==> src/hdl/cdt_pkg.sv <==
// Purpose: Constants and types for the opcode decode and timing block.
// Assumes: Status mask bit n stands for status bit n (bit 0 is the first status bit).
// Notes: Cycle and access figures below are the base costs with direct register operands.
// Notes on behaviour
// RULE_01: Total time equals cycles plus wait states times memory accesses.
// RULE_02: Base figures assume direct register operands; other modes add their own cost.
// RULE_03: Word auto-increment indirect operand adds 8 cycles and 2 accesses.
// RULE_04: Byte auto-increment indirect operand adds 6 cycles and 1 access.
// RULE_05: Symbolic or indexed operand adds 8 cycles and 1 access, word or byte.
// RULE_06: Memory asks wait states only when slow; same count added to every access.
// RULE_07: Divide costs 16 cycles, 3 accesses on overflow, else 92-124 cycles, 6.
// RULE_08: Jumps cost 10 cycles when taken, 8 when not, one access.
// RULE_09: Serial multi-load costs 52 cycles at count zero, else 20 plus 2 per bit.
// RULE_10: Serial multi-store costs 60, 42, 44 or 58 cycles by count, four accesses.
// RULE_11: Shift costs 12 plus 2 per position; register count form 52 or 20 plus 2n.
// RULE_12: Reset sequence costs 26 cycles and 5 accesses.
// RULE_13: Interrupt context switch and load sequence cost 22 cycles, 5 accesses.
// RULE_14: Undefined opcode ranges are illegal and cost 6 cycles, one access.
// RULE_15: Dual-operand ops decode by top nibble; byte forms add the parity bit.
// RULE_16: Jumps decode by upper byte in 1000 to 1C00 and change no status.
// RULE_17: External control ops decoded; reset-outputs and restart-load touch mask bits.
// RULE_18: Load mask immediate touches bits 12-15 only; load context pointer touches none.
// RULE_19: Return from context updates status bits 0-6 and 12-15.
// RULE_20: Right shifts update status 0-3; left shift updates status 0-4.
// RULE_21: Multiply touches no status, 52 cycles, 5 accesses; divide only overflow.
// RULE_22: Branch ops decoded; branch-and-link saves return address in register eleven.
// RULE_23: Serial multi-load and store compare to zero, update bits 0-2 plus parity; code adds parity only for counts 1-8.
// RULE_24: Illegal opcode only fetches, changes nothing, continues sequentially.
package cdt_pkg;
  typedef enum logic [3:0] {
    CL_ILLEGAL = 4'h0, CL_DUAL = 4'h1, CL_SINGLE = 4'h2, CL_IMM = 4'h3,
    CL_JUMP = 4'h4, CL_SHIFT = 4'h5, CL_SERIAL = 4'h6, CL_MULDIV = 4'h7,
    CL_CTRL = 4'h8, CL_BRANCH = 4'h9, CL_IOBIT = 4'ha, CL_EVENT = 4'hb,
    CL_LOGIC = 4'hc
  } cdt_class_t;
  localparam logic [1:0] MOD_NONE = 2'h0;
  localparam logic [1:0] MOD_WORD = 2'h1;
  localparam logic [1:0] MOD_BYTE = 2'h2;
  localparam logic [7:0] C_IND = 8'h04;
  localparam logic [3:0] M_IND = 4'h1;
  localparam logic [7:0] C_AUTO_W = 8'h08;
  localparam logic [3:0] M_AUTO_W = 4'h2;
  localparam logic [7:0] C_AUTO_B = 8'h06;
  localparam logic [3:0] M_AUTO_B = 4'h1;
  localparam logic [7:0] C_SYM = 8'h08;
  localparam logic [3:0] M_SYM = 4'h1;
  localparam logic [7:0] C_ILL = 8'h06;
  localparam logic [7:0] C_8 = 8'h08;
  localparam logic [7:0] C_10 = 8'h0a;
  localparam logic [7:0] C_12 = 8'h0c;
  localparam logic [7:0] C_14 = 8'h0e;
  localparam logic [7:0] C_16 = 8'h10;
  localparam logic [7:0] C_20 = 8'h14;
  localparam logic [7:0] C_22 = 8'h16;
  localparam logic [7:0] C_26 = 8'h1a;
  localparam logic [7:0] C_36 = 8'h24;
  localparam logic [7:0] C_42 = 8'h2a;
  localparam logic [7:0] C_44 = 8'h2c;
  localparam logic [7:0] C_52 = 8'h34;
  localparam logic [7:0] C_58 = 8'h3a;
  localparam logic [7:0] C_60 = 8'h3c;
  localparam logic [7:0] C_DIV_MAX = 8'h7c;
  localparam logic [3:0] M_1 = 4'h1;
  localparam logic [3:0] M_2 = 4'h2;
  localparam logic [3:0] M_3 = 4'h3;
  localparam logic [3:0] M_4 = 4'h4;
  localparam logic [3:0] M_5 = 4'h5;
  localparam logic [3:0] M_6 = 4'h6;
  localparam logic [3:0] M_8 = 4'h8;
  localparam logic [15:0] MASK_NONE = 16'h0000;
  localparam logic [15:0] MASK_0_2 = 16'h0007;
  localparam logic [15:0] MASK_0_3 = 16'h000f;
  localparam logic [15:0] MASK_0_4 = 16'h001f;
  localparam logic [15:0] MASK_EQ = 16'h0004;
  localparam logic [15:0] MASK_OVF = 16'h0010;
  localparam logic [15:0] MASK_PAR = 16'h0020;
  localparam logic [15:0] MASK_EXT_OP = 16'h0040;
  localparam logic [15:0] MASK_INT = 16'hf000;
  localparam logic [15:0] MASK_RET = 16'hf07f;
endpackage

==> src/hdl/cdt_decode.sv <==
// Purpose: Decode one opcode into class, status mask, cycle, access and time cost.
// Assumes: Requests come from same-clock logic; wait count comes from the memory side.
// Notes: Results appear one cycle after the request; events beat a request.
`timescale 1ns/1ps
module cdt_decode (
  // Clock and reset
  input wire logic clk_i,
  input wire logic rst_i,
  // Decode request
  input wire logic req_i,
  input wire logic [15:0] opcode_i,
  input wire logic [15:0] status_i,
  input wire logic [3:0] shift_count_i,
  input wire logic operand_msb_i,
  input wire logic div_overflow_i,
  // Sequence events
  input wire logic reset_seq_i,
  input wire logic load_i,
  input wire logic intr_i,
  // Memory wait states, asynchronous
  input wire logic [3:0] wait_states_i,
  // Results
  output logic valid_o,
  output logic [3:0] op_class_o,
  output logic illegal_o,
  output logic [7:0] cycles_o,
  output logic [3:0] accesses_o,
  output logic [9:0] total_o,
  output logic [15:0] status_mask_o,
  output logic jump_taken_o,
  output logic link_r11_o
);
  logic [3:0] wait_s1_q;
  logic [3:0] wait_s2_q;
  logic any_req;
  cdt_pkg::cdt_class_t cls_d;
  logic [7:0] cyc_b;
  logic [3:0] acc_b;
  logic [7:0] cyc_d;
  logic [3:0] acc_d;
  logic [15:0] mask_d;
  logic [1:0] smod;
  logic [1:0] dmod;
  logic taken_d;
  logic link_d;
  logic [3:0] cnt;
  logic [11:0] sm;
  logic [11:0] dm;
  // Wait count is held steady by slow memory, so a level sync is enough
  always_ff @(posedge clk_i) begin
    if (rst_i) begin
      wait_s1_q <= 4'h0;
      wait_s2_q <= 4'h0;
    end else begin
      wait_s1_q <= wait_states_i;
      wait_s2_q <= wait_s1_q;
    end
  end
  // Packs {cycles, accesses} of one operand's address mode
  function automatic logic [11:0] mod_cost(input logic [1:0] kind, input logic [1:0] t);
    logic [11:0] r;
    r = 12'h000;
    if (kind != cdt_pkg::MOD_NONE) begin
      case (t)
        2'b01: r = {cdt_pkg::C_IND, cdt_pkg::M_IND};
        2'b10: r = {cdt_pkg::C_SYM, cdt_pkg::M_SYM}; // RULE_05
        2'b11: r = (kind == cdt_pkg::MOD_BYTE) ? {cdt_pkg::C_AUTO_B, cdt_pkg::M_AUTO_B} :
                   {cdt_pkg::C_AUTO_W, cdt_pkg::M_AUTO_W}; // RULE_03 RULE_04
        default: r = 12'h000;
      endcase
    end
    return r;
  endfunction
  assign any_req = req_i | reset_seq_i | load_i | intr_i;
  assign cnt = opcode_i[9:6];
  always_comb begin
    cls_d = cdt_pkg::CL_ILLEGAL;
    cyc_b = cdt_pkg::C_ILL; // RULE_14
    acc_b = cdt_pkg::M_1;
    mask_d = cdt_pkg::MASK_NONE; // RULE_24
    smod = cdt_pkg::MOD_NONE;
    dmod = cdt_pkg::MOD_NONE;
    taken_d = 1'b0;
    link_d = 1'b0;
    if (reset_seq_i || load_i || intr_i) begin
      cls_d = cdt_pkg::CL_EVENT;
      // Reset outranks load and interrupt when they coincide
      cyc_b = reset_seq_i ? cdt_pkg::C_26 : cdt_pkg::C_22; // RULE_12 RULE_13
      acc_b = cdt_pkg::M_5;
    end else if (opcode_i[15:12] >= 4'h4) begin
      cls_d = cdt_pkg::CL_DUAL; // RULE_15
      cyc_b = cdt_pkg::C_14;
      acc_b = (opcode_i[15:13] == 3'h4) ? cdt_pkg::M_3 : cdt_pkg::M_4;
      mask_d = (opcode_i[15:13] == 3'h3 || opcode_i[15:13] == 3'h5) ?
               cdt_pkg::MASK_0_4 : cdt_pkg::MASK_0_2;
      if (opcode_i[12]) begin
        mask_d = mask_d | cdt_pkg::MASK_PAR; // RULE_15
      end
      smod = opcode_i[12] ? cdt_pkg::MOD_BYTE : cdt_pkg::MOD_WORD;
      dmod = smod;
    end else if (opcode_i[15:13] == 3'h1) begin
      smod = cdt_pkg::MOD_WORD;
      cls_d = cdt_pkg::CL_LOGIC;
      cyc_b = cdt_pkg::C_14;
      acc_b = cdt_pkg::M_3;
      case (opcode_i[12:10])
        3'h0, 3'h1: mask_d = cdt_pkg::MASK_EQ;
        3'h2: begin
          acc_b = cdt_pkg::M_4;
          mask_d = cdt_pkg::MASK_0_2;
        end
        3'h3: begin
          cyc_b = cdt_pkg::C_36;
          acc_b = cdt_pkg::M_8;
          mask_d = cdt_pkg::MASK_EXT_OP;
        end
        3'h4: begin
          cls_d = cdt_pkg::CL_SERIAL;
          cyc_b = (cnt == 4'h0) ? cdt_pkg::C_52 : 8'(cdt_pkg::C_20 + {cnt, 1'b0}); // RULE_09
        end
        3'h5: begin
          cls_d = cdt_pkg::CL_SERIAL;
          acc_b = cdt_pkg::M_4;
          cyc_b = (cnt == 4'h0) ? cdt_pkg::C_60 : (cnt < 4'h8) ? cdt_pkg::C_42 :
                  (cnt == 4'h8) ? cdt_pkg::C_44 : cdt_pkg::C_58; // RULE_10
        end
        3'h6: begin
          cls_d = cdt_pkg::CL_MULDIV;
          cyc_b = cdt_pkg::C_52; // RULE_21
          acc_b = cdt_pkg::M_5;
        end
        default: begin
          cls_d = cdt_pkg::CL_MULDIV;
          mask_d = cdt_pkg::MASK_OVF; // RULE_21
          // Worst case reported; the real figure depends on the operands
          cyc_b = div_overflow_i ? cdt_pkg::C_16 : cdt_pkg::C_DIV_MAX; // RULE_07
          acc_b = div_overflow_i ? cdt_pkg::M_3 : cdt_pkg::M_6;
        end
      endcase
      if (opcode_i[12:11] == 2'b10) begin
        mask_d = (cnt != 4'h0 && cnt <= 4'h8) ? (cdt_pkg::MASK_0_2 | cdt_pkg::MASK_PAR) :
                 cdt_pkg::MASK_0_2; // RULE_23
        smod = (cnt != 4'h0 && cnt <= 4'h8) ? cdt_pkg::MOD_BYTE : cdt_pkg::MOD_WORD;
      end
    end else if (opcode_i[15:12] == 4'h1) begin
      if (opcode_i[11:8] <= 4'hc) begin
        cls_d = cdt_pkg::CL_JUMP; // RULE_16
        case (opcode_i[11:8])
          4'h0: taken_d = 1'b1;
          4'h1: taken_d = !status_i[1] && !status_i[2];
          4'h2: taken_d = !status_i[0] || status_i[2];
          4'h3: taken_d = status_i[2];
          4'h4: taken_d = status_i[0] || status_i[2];
          4'h5: taken_d = status_i[1];
          4'h6: taken_d = !status_i[2];
          4'h7: taken_d = !status_i[3];
          4'h8: taken_d = status_i[3];
          4'h9: taken_d = !status_i[4];
          4'ha: taken_d = !status_i[0] && !status_i[2];
          4'hb: taken_d = status_i[0] && !status_i[2];
          default: taken_d = status_i[5];
        endcase
        cyc_b = taken_d ? cdt_pkg::C_10 : cdt_pkg::C_8; // RULE_08
      end else begin
        cls_d = cdt_pkg::CL_IOBIT;
        cyc_b = cdt_pkg::C_12;
        acc_b = cdt_pkg::M_2;
        mask_d = (opcode_i[11:8] == 4'hf) ? cdt_pkg::MASK_EQ : cdt_pkg::MASK_NONE;
      end
    end else if (opcode_i[15:10] == 6'h02) begin
      cls_d = cdt_pkg::CL_SHIFT; // RULE_20
      mask_d = (opcode_i[9:8] == 2'h2) ? cdt_pkg::MASK_0_4 : cdt_pkg::MASK_0_3;
      if (opcode_i[7:4] != 4'h0) begin
        cyc_b = 8'(cdt_pkg::C_12 + {opcode_i[7:4], 1'b0}); // RULE_11
        acc_b = cdt_pkg::M_3;
      end else begin
        cyc_b = (shift_count_i == 4'h0) ? cdt_pkg::C_52 :
                8'(cdt_pkg::C_20 + {shift_count_i, 1'b0}); // RULE_11
        acc_b = cdt_pkg::M_4;
      end
    end else if (opcode_i[15:10] == 6'h01 && opcode_i[9:7] != 3'h7) begin
      cls_d = cdt_pkg::CL_SINGLE;
      smod = cdt_pkg::MOD_WORD;
      cyc_b = cdt_pkg::C_10;
      acc_b = cdt_pkg::M_3;
      case (cnt)
        4'h0: begin
          cls_d = cdt_pkg::CL_BRANCH; // RULE_22
          cyc_b = cdt_pkg::C_26;
          acc_b = cdt_pkg::M_6;
        end
        4'h1, 4'h2: begin
          cls_d = cdt_pkg::CL_BRANCH;
          cyc_b = cdt_pkg::C_8;
          acc_b = cdt_pkg::M_2;
        end
        4'h4: begin
          cyc_b = cdt_pkg::C_12;
          mask_d = cdt_pkg::MASK_0_4;
        end
        4'h5: mask_d = cdt_pkg::MASK_0_2;
        4'h6, 4'h7, 4'h8, 4'h9: mask_d = cdt_pkg::MASK_0_4;
        4'ha: begin
          cls_d = cdt_pkg::CL_BRANCH;
          link_d = 1'b1; // RULE_22
          cyc_b = cdt_pkg::C_12;
        end
        4'hd: begin
          mask_d = cdt_pkg::MASK_0_4;
          cyc_b = operand_msb_i ? cdt_pkg::C_14 : cdt_pkg::C_12;
          acc_b = operand_msb_i ? cdt_pkg::M_4 : cdt_pkg::M_2;
        end
        default: mask_d = cdt_pkg::MASK_NONE;
      endcase
    end else if (opcode_i[15:8] == 8'h03 && opcode_i[7:5] != 3'h1) begin
      cls_d = cdt_pkg::CL_CTRL; // RULE_17
      cyc_b = cdt_pkg::C_12;
      if (opcode_i[7:5] == 3'h0) begin
        cls_d = cdt_pkg::CL_IMM;
        cyc_b = cdt_pkg::C_16;
        acc_b = cdt_pkg::M_2;
        mask_d = cdt_pkg::MASK_INT; // RULE_18
      end else if (opcode_i[7:5] == 3'h3 || opcode_i[7:5] == 3'h7) begin
        mask_d = cdt_pkg::MASK_INT; // RULE_17
      end else if (opcode_i[7:5] == 3'h4) begin
        cyc_b = cdt_pkg::C_14;
        acc_b = cdt_pkg::M_4;
        mask_d = cdt_pkg::MASK_RET; // RULE_19
      end
    end else if (opcode_i[15:8] == 8'h02) begin
      cls_d = cdt_pkg::CL_IMM;
      cyc_b = cdt_pkg::C_14;
      acc_b = cdt_pkg::M_4;
      mask_d = cdt_pkg::MASK_0_2;
      case (opcode_i[8:5])
        4'h0: begin
          cyc_b = cdt_pkg::C_12;
          acc_b = cdt_pkg::M_3;
        end
        4'h1: mask_d = cdt_pkg::MASK_0_4;
        4'h4: acc_b = cdt_pkg::M_3;
        4'h5, 4'h6: begin
          cyc_b = cdt_pkg::C_8;
          acc_b = cdt_pkg::M_2;
          mask_d = cdt_pkg::MASK_NONE;
        end
        4'h7: begin
          cyc_b = cdt_pkg::C_10;
          acc_b = cdt_pkg::M_2;
          mask_d = cdt_pkg::MASK_NONE; // RULE_18
        end
        default: mask_d = cdt_pkg::MASK_0_2;
      endcase
    end
    sm = mod_cost(smod, opcode_i[5:4]); // RULE_02
    dm = mod_cost(dmod, opcode_i[11:10]);
    cyc_d = 8'(cyc_b + sm[11:4] + dm[11:4]);
    acc_d = 4'(acc_b + sm[3:0] + dm[3:0]);
  end

  always_ff @(posedge clk_i) begin
    if (rst_i) begin
      valid_o <= 1'b0;
      op_class_o <= 4'h0;
      illegal_o <= 1'b0;
      cycles_o <= 8'h00;
      accesses_o <= 4'h0;
      total_o <= 10'h000;
      status_mask_o <= 16'h0000;
      jump_taken_o <= 1'b0;
      link_r11_o <= 1'b0;
    end else begin
      valid_o <= any_req;
      op_class_o <= cls_d;
      illegal_o <= any_req && cls_d == cdt_pkg::CL_ILLEGAL; // RULE_24
      cycles_o <= cyc_d;
      accesses_o <= acc_d;
      // Same wait count charged on every access of the instruction
      total_o <= {2'b00, cyc_d} + {2'b00, 8'(wait_s2_q) * 8'(acc_d)}; // RULE_01 RULE_06
      status_mask_o <= mask_d;
      jump_taken_o <= taken_d;
      link_r11_o <= link_d;
    end
  end
endmodule

==> config.mk <==
export PLATFORM = sky130hd
export DESIGN_NAME = cdt_decode
export DESIGN_NICKNAME = d
export VERILOG_FILES = /design/src/hdl/cdt_pkg.sv /design/src/hdl/cdt_decode.sv
export SDC_FILE = /design/constraint.sdc
export NUM_CORES = 1
export LEC_CHECK = 0
export BUFFER_PORTS_ARGS = -buffer_cell sky130_fd_sc_hd__buf_2
export CAP_MARGIN = 20
export CELL_PAD_IN_SITES_DETAIL_PLACEMENT = 0
export CELL_PAD_IN_SITES_GLOBAL_PLACEMENT = 2
export CORE_MARGIN = 4
export CORE_UTILIZATION = 32
export CTS_BUF_LIST = sky130_fd_sc_hd__clkbuf_8
export CTS_CLUSTER_DIAMETER = 30
export CTS_CLUSTER_SIZE = 24
export DETAILED_ROUTE_END_ITERATION = 7
export GPL_ROUTABILITY_DRIVEN = 0
export GPL_TIMING_DRIVEN = 0
export HOLD_SLACK_MARGIN = 0.12
export PLACE_DENSITY = 0.82
export SYNTH_ARGS = -nofsm -noshare
export SYNTH_HDL_FRONTEND = slang
export SYNTH_SLANG_ARGS = --single-unit
==> constraint.sdc <==
create_clock -name clk_i -period 7.4 [get_ports clk_i]
set_clock_uncertainty 0.1 [all_clocks]
set_input_delay 0.74 -clock clk_i [delete_from_list [all_inputs] [get_ports clk_i]]
set_output_delay 0.74 -clock clk_i [all_outputs]
set_load 0.1 [all_outputs]
==> metrics.md <==
| Metric | Value |
|---|---|
| Count of pins over their slew limit | 0 |
| Crit path time final | 7.06 ns |
| Top cell type's share of synthesized area | between 20 and 25% |
| Post-CTS Hold Buffers | 0 |
| Antenna violations before repair | 0 |
| Post-synthesis mux area share | 0% |
| Design area | between 4000 and 5000 um2 |
| Num ports | 94 |
| Crit. End Element | register |
| Synthesized area per cell | about 8 um2 |
| Final core occ | between 30% and 40% |
| Synth Register Bits | 43 |
| Compound-gate portion of the synthesized area | around a fifth |
| Async SR Flop Fraction | 0% |
| Dpl cell area | roughly 4300 um2 |
| GRT Overall Usage | between 15 and 20% |
| Worst-Margin Slew | around 0.62 ns |
| Pre-antenna DRT Iters | 5 |
| Clock latency on the worst-skew pair | approximately 0.30 ns |
| XOR/XNOR share of the synthesized area | roughly 2.3% |
| Fmax achieved | 142 MHz |
| Final number of hold-violating endpoints | 0 |
| Largest family of logic cells by synthesized area | simple AND/OR/NAND/NOR gates |
| Post-Synth Adder-Cell Area | between 10% and 20% |
| Starting density of the core | 32.7% |
| First-pass GRT wire length | roughly 19000 um |
| N_diodes | 0 |
| Seq. cell area | approximately 860 um2 |
| Critical Path RT | between 7 and 8 ns |
| Final setup margin | 0.345 ns |
| Layout Nets | 633 |
| CTS tree | built |
| Register area share after synthesis | 23.0% |
| Number of CTS-inserted buffers | 5 |
| Post-synthesis simple-gate area fraction | around 26% |
| Pwr dens | roughly 150 nW/um2 |
| Multi-input logic area | approximately 2600 um2 |
| H-tree levels | 2 |
| Routed length per instance | approximately 17 um |
| Die height | about 120 um |
| Status | complete, no violations |
| Vias/cell | ~5.3 |
| Detail Route Antenna Nets | 0 |
| Place WS | -0.302 ns |
| Most used DFF post-synth | dfxtp_1 |
| Width of the die | 116 um |
| Deepest clock path buffer count | 2 |
| Critical path launch point type | input pin |
| Yosys Warn Count | 0 |
| Total gr overflow | 0 |
| Wirelength, routed | roughly 12000 um |
| Critical path class | in -> reg |
| Max-cap violations | 0 |
| Worst hold margin | 0.332 ns |
| Worst min path class | reg -> reg |
| Synthesis-to-layout area growth | 17.2% |
| RSZ-0062 raised after global routing | false |
| Via Count | approximately 3700 |
| CP Max Fanout | 9 |
| Post-synth EDFFs | 0 |
| Port Buffer Count | 70 |
| Top cells by count, synth | 43 x dfxtp_1, 40 x nor2_1, 31 x a21oi_1, 31 x inv_1, 29 x ha_1 |
| Gate count of the mapped netlist | around 460 |
| Clock transition at the registers of the reported paths | 0.08 ns |
| Final period utilization | 95.3% |
| Initial DRC Count | about 250 |
| Worst endpoint data arrival time | between 7 and 8 ns |
| Area contributors post-synth | dfxtp_1 23%, ha_1 9.7%, fa_1 8.6% |
| Final setup TNS | 0 ns |
| Rows | 39 |
| Core area | 11400 um2 |
| Pin count of the biggest net entering global routing | 13 |
| Share of cells above drive strength 1 | approximately 20% |
| Number of global-route vias before repair | 3532 |
| Most common cell in the netlist | dfxtp_1 |
| Yosys top cell by area | dfxtp_1 |
| Synthesized cell area | ~3700 um2 |
| Root Buffer | clkbuf_8 |
| Synth unique cells | 71 |
| DRC | 0 |
| Worst vdd ir | 0.144 mV |
| Leak | approximately 2.0 nW |
| DP HPWL | approximately 9400 um |
| # fillers | between 1000 and 1500 |
| # setup viols final | 0 |
| Die Area | ~13000 um2 |
| Number of clock sinks | 43 |
| Slew headroom | ~58% |
==> path summary, 6_finish.rpt <==
kind                      from           end  slack [ns]  cells after the start
setup / recovery  opcode_i[14]    total_o[8]        0.34                     24
hold / removal    wait_s1_q[3]  wait_s2_q[3]        0.33                      1
setup reg to reg  wait_s2_q[0]    total_o[8]        3.72                     13
hold reg to reg   wait_s1_q[3]  wait_s2_q[3]        0.33                      1
==> state kept, by name (all words and copies together) (netlist names) <==
register / count
accesses_o: 4
cycles_o: 7
illegal_o: 1
jump_taken_o: 1
link_r11_o: 1
op_class_o: 4
status_mask_o: 7
total_o: 9
valid_o: 1
wait_s1_q: 4
wait_s2_q: 4
==> critical path, stage by stage <==
cell and delay, ns:
buf_2 0.14, or2_1 0.24, buf_6 0.15, nor3_2 0.36, nand2_1 0.23, or3_1 0.46
a221oi_2 0.33, fa_1 0.46, ha_1 0.23, fa_1 0.37, xor2_1 0.22, nand2b_1 0.20
fa_1 0.53, inv_1 0.05, fa_1 0.50, fa_1 0.58, inv_1 0.06, fa_1 0.43
nor2b_1 0.14, o21ai_0 0.12, a21boi_0 0.26, o21a_1 0.16, o21a_1 0.11, nor3_1 0.04
==> through the flow <==
step / total power [mW] / instances
6_report: 0.647 / 684
5_1_grt: 0.684 / 684
4_1_cts: 0.653 / 686
3_5_place_dp: 0.503 / 678
3_3_place_gp: 0.502 / 678
2_1_floorplan: 0.447 / 465
==> cell usage in the layout, fill, tap and decap left out, drive strengths merged, types with 15 or more instances in the layout <==
master,n
dfxtp,43
nand2,27
nor2b,28
inv,36
fa,16
o21ai,23
a21oi,32
nor2,40
nor3,15
buf,91
ha,29
clkbuf,20
==> power by group <==
part           internal [mW]  total (mW)  leakage (nW)  switching, mW
Clock                 0.0637       0.148        0.0505         0.0841
Combinational         0.0632       0.252          1.59          0.189
Sequential             0.244       0.247         0.354        0.00314
Total                  0.371       0.647          2.00          0.276
==> layer usage <==
| layer | vias to the layer above | part of all wire, % | global-route usage (%) |
|---|---|---|---|
| li1 | 1766 | - | - |
| met1 | 1720 | 44 | 23.0 |
| met2 | 153 | 47 | 29.1 |
| met3 | 16 | 6.4 | 2.82 |
| met4 | 0 | 2.9 | 6.73 |
| met5 | - | 0 | 0 |
==> cell families after synthesis <==
| kind of cell | Yosys count |
|---|---|
| AO/OA/AOI/OAI | 117 |
| XOR/XNOR | 10 |
| adder cells (fa/ha/maj) | 45 |
| buffers and inverters | 72 |
| flip-flops | 43 |
| other | 1 |
| AND/OR/NAND/NOR | 171 |
==> final cells by class <==
type | instances | area share [%]
multi-input combinational | 350 | 58.8
sequential | 43 | 19.7
timing repair buffer | 70 | 8.00
buffer | 36 | 4.69
tap | 143 | 4.09
inverter | 34 | 2.92
clock buffer | 5 | 1.57
clock inverter | 3 | 0.286
==> repair_timing <==
item | in CTS | in global routing
resized for setup | 0 | 4
buffers inserted | 0 | 0
setup endpoints to repair | 0 | 3
Note: power is estimated with default switching activity, not from simulation.
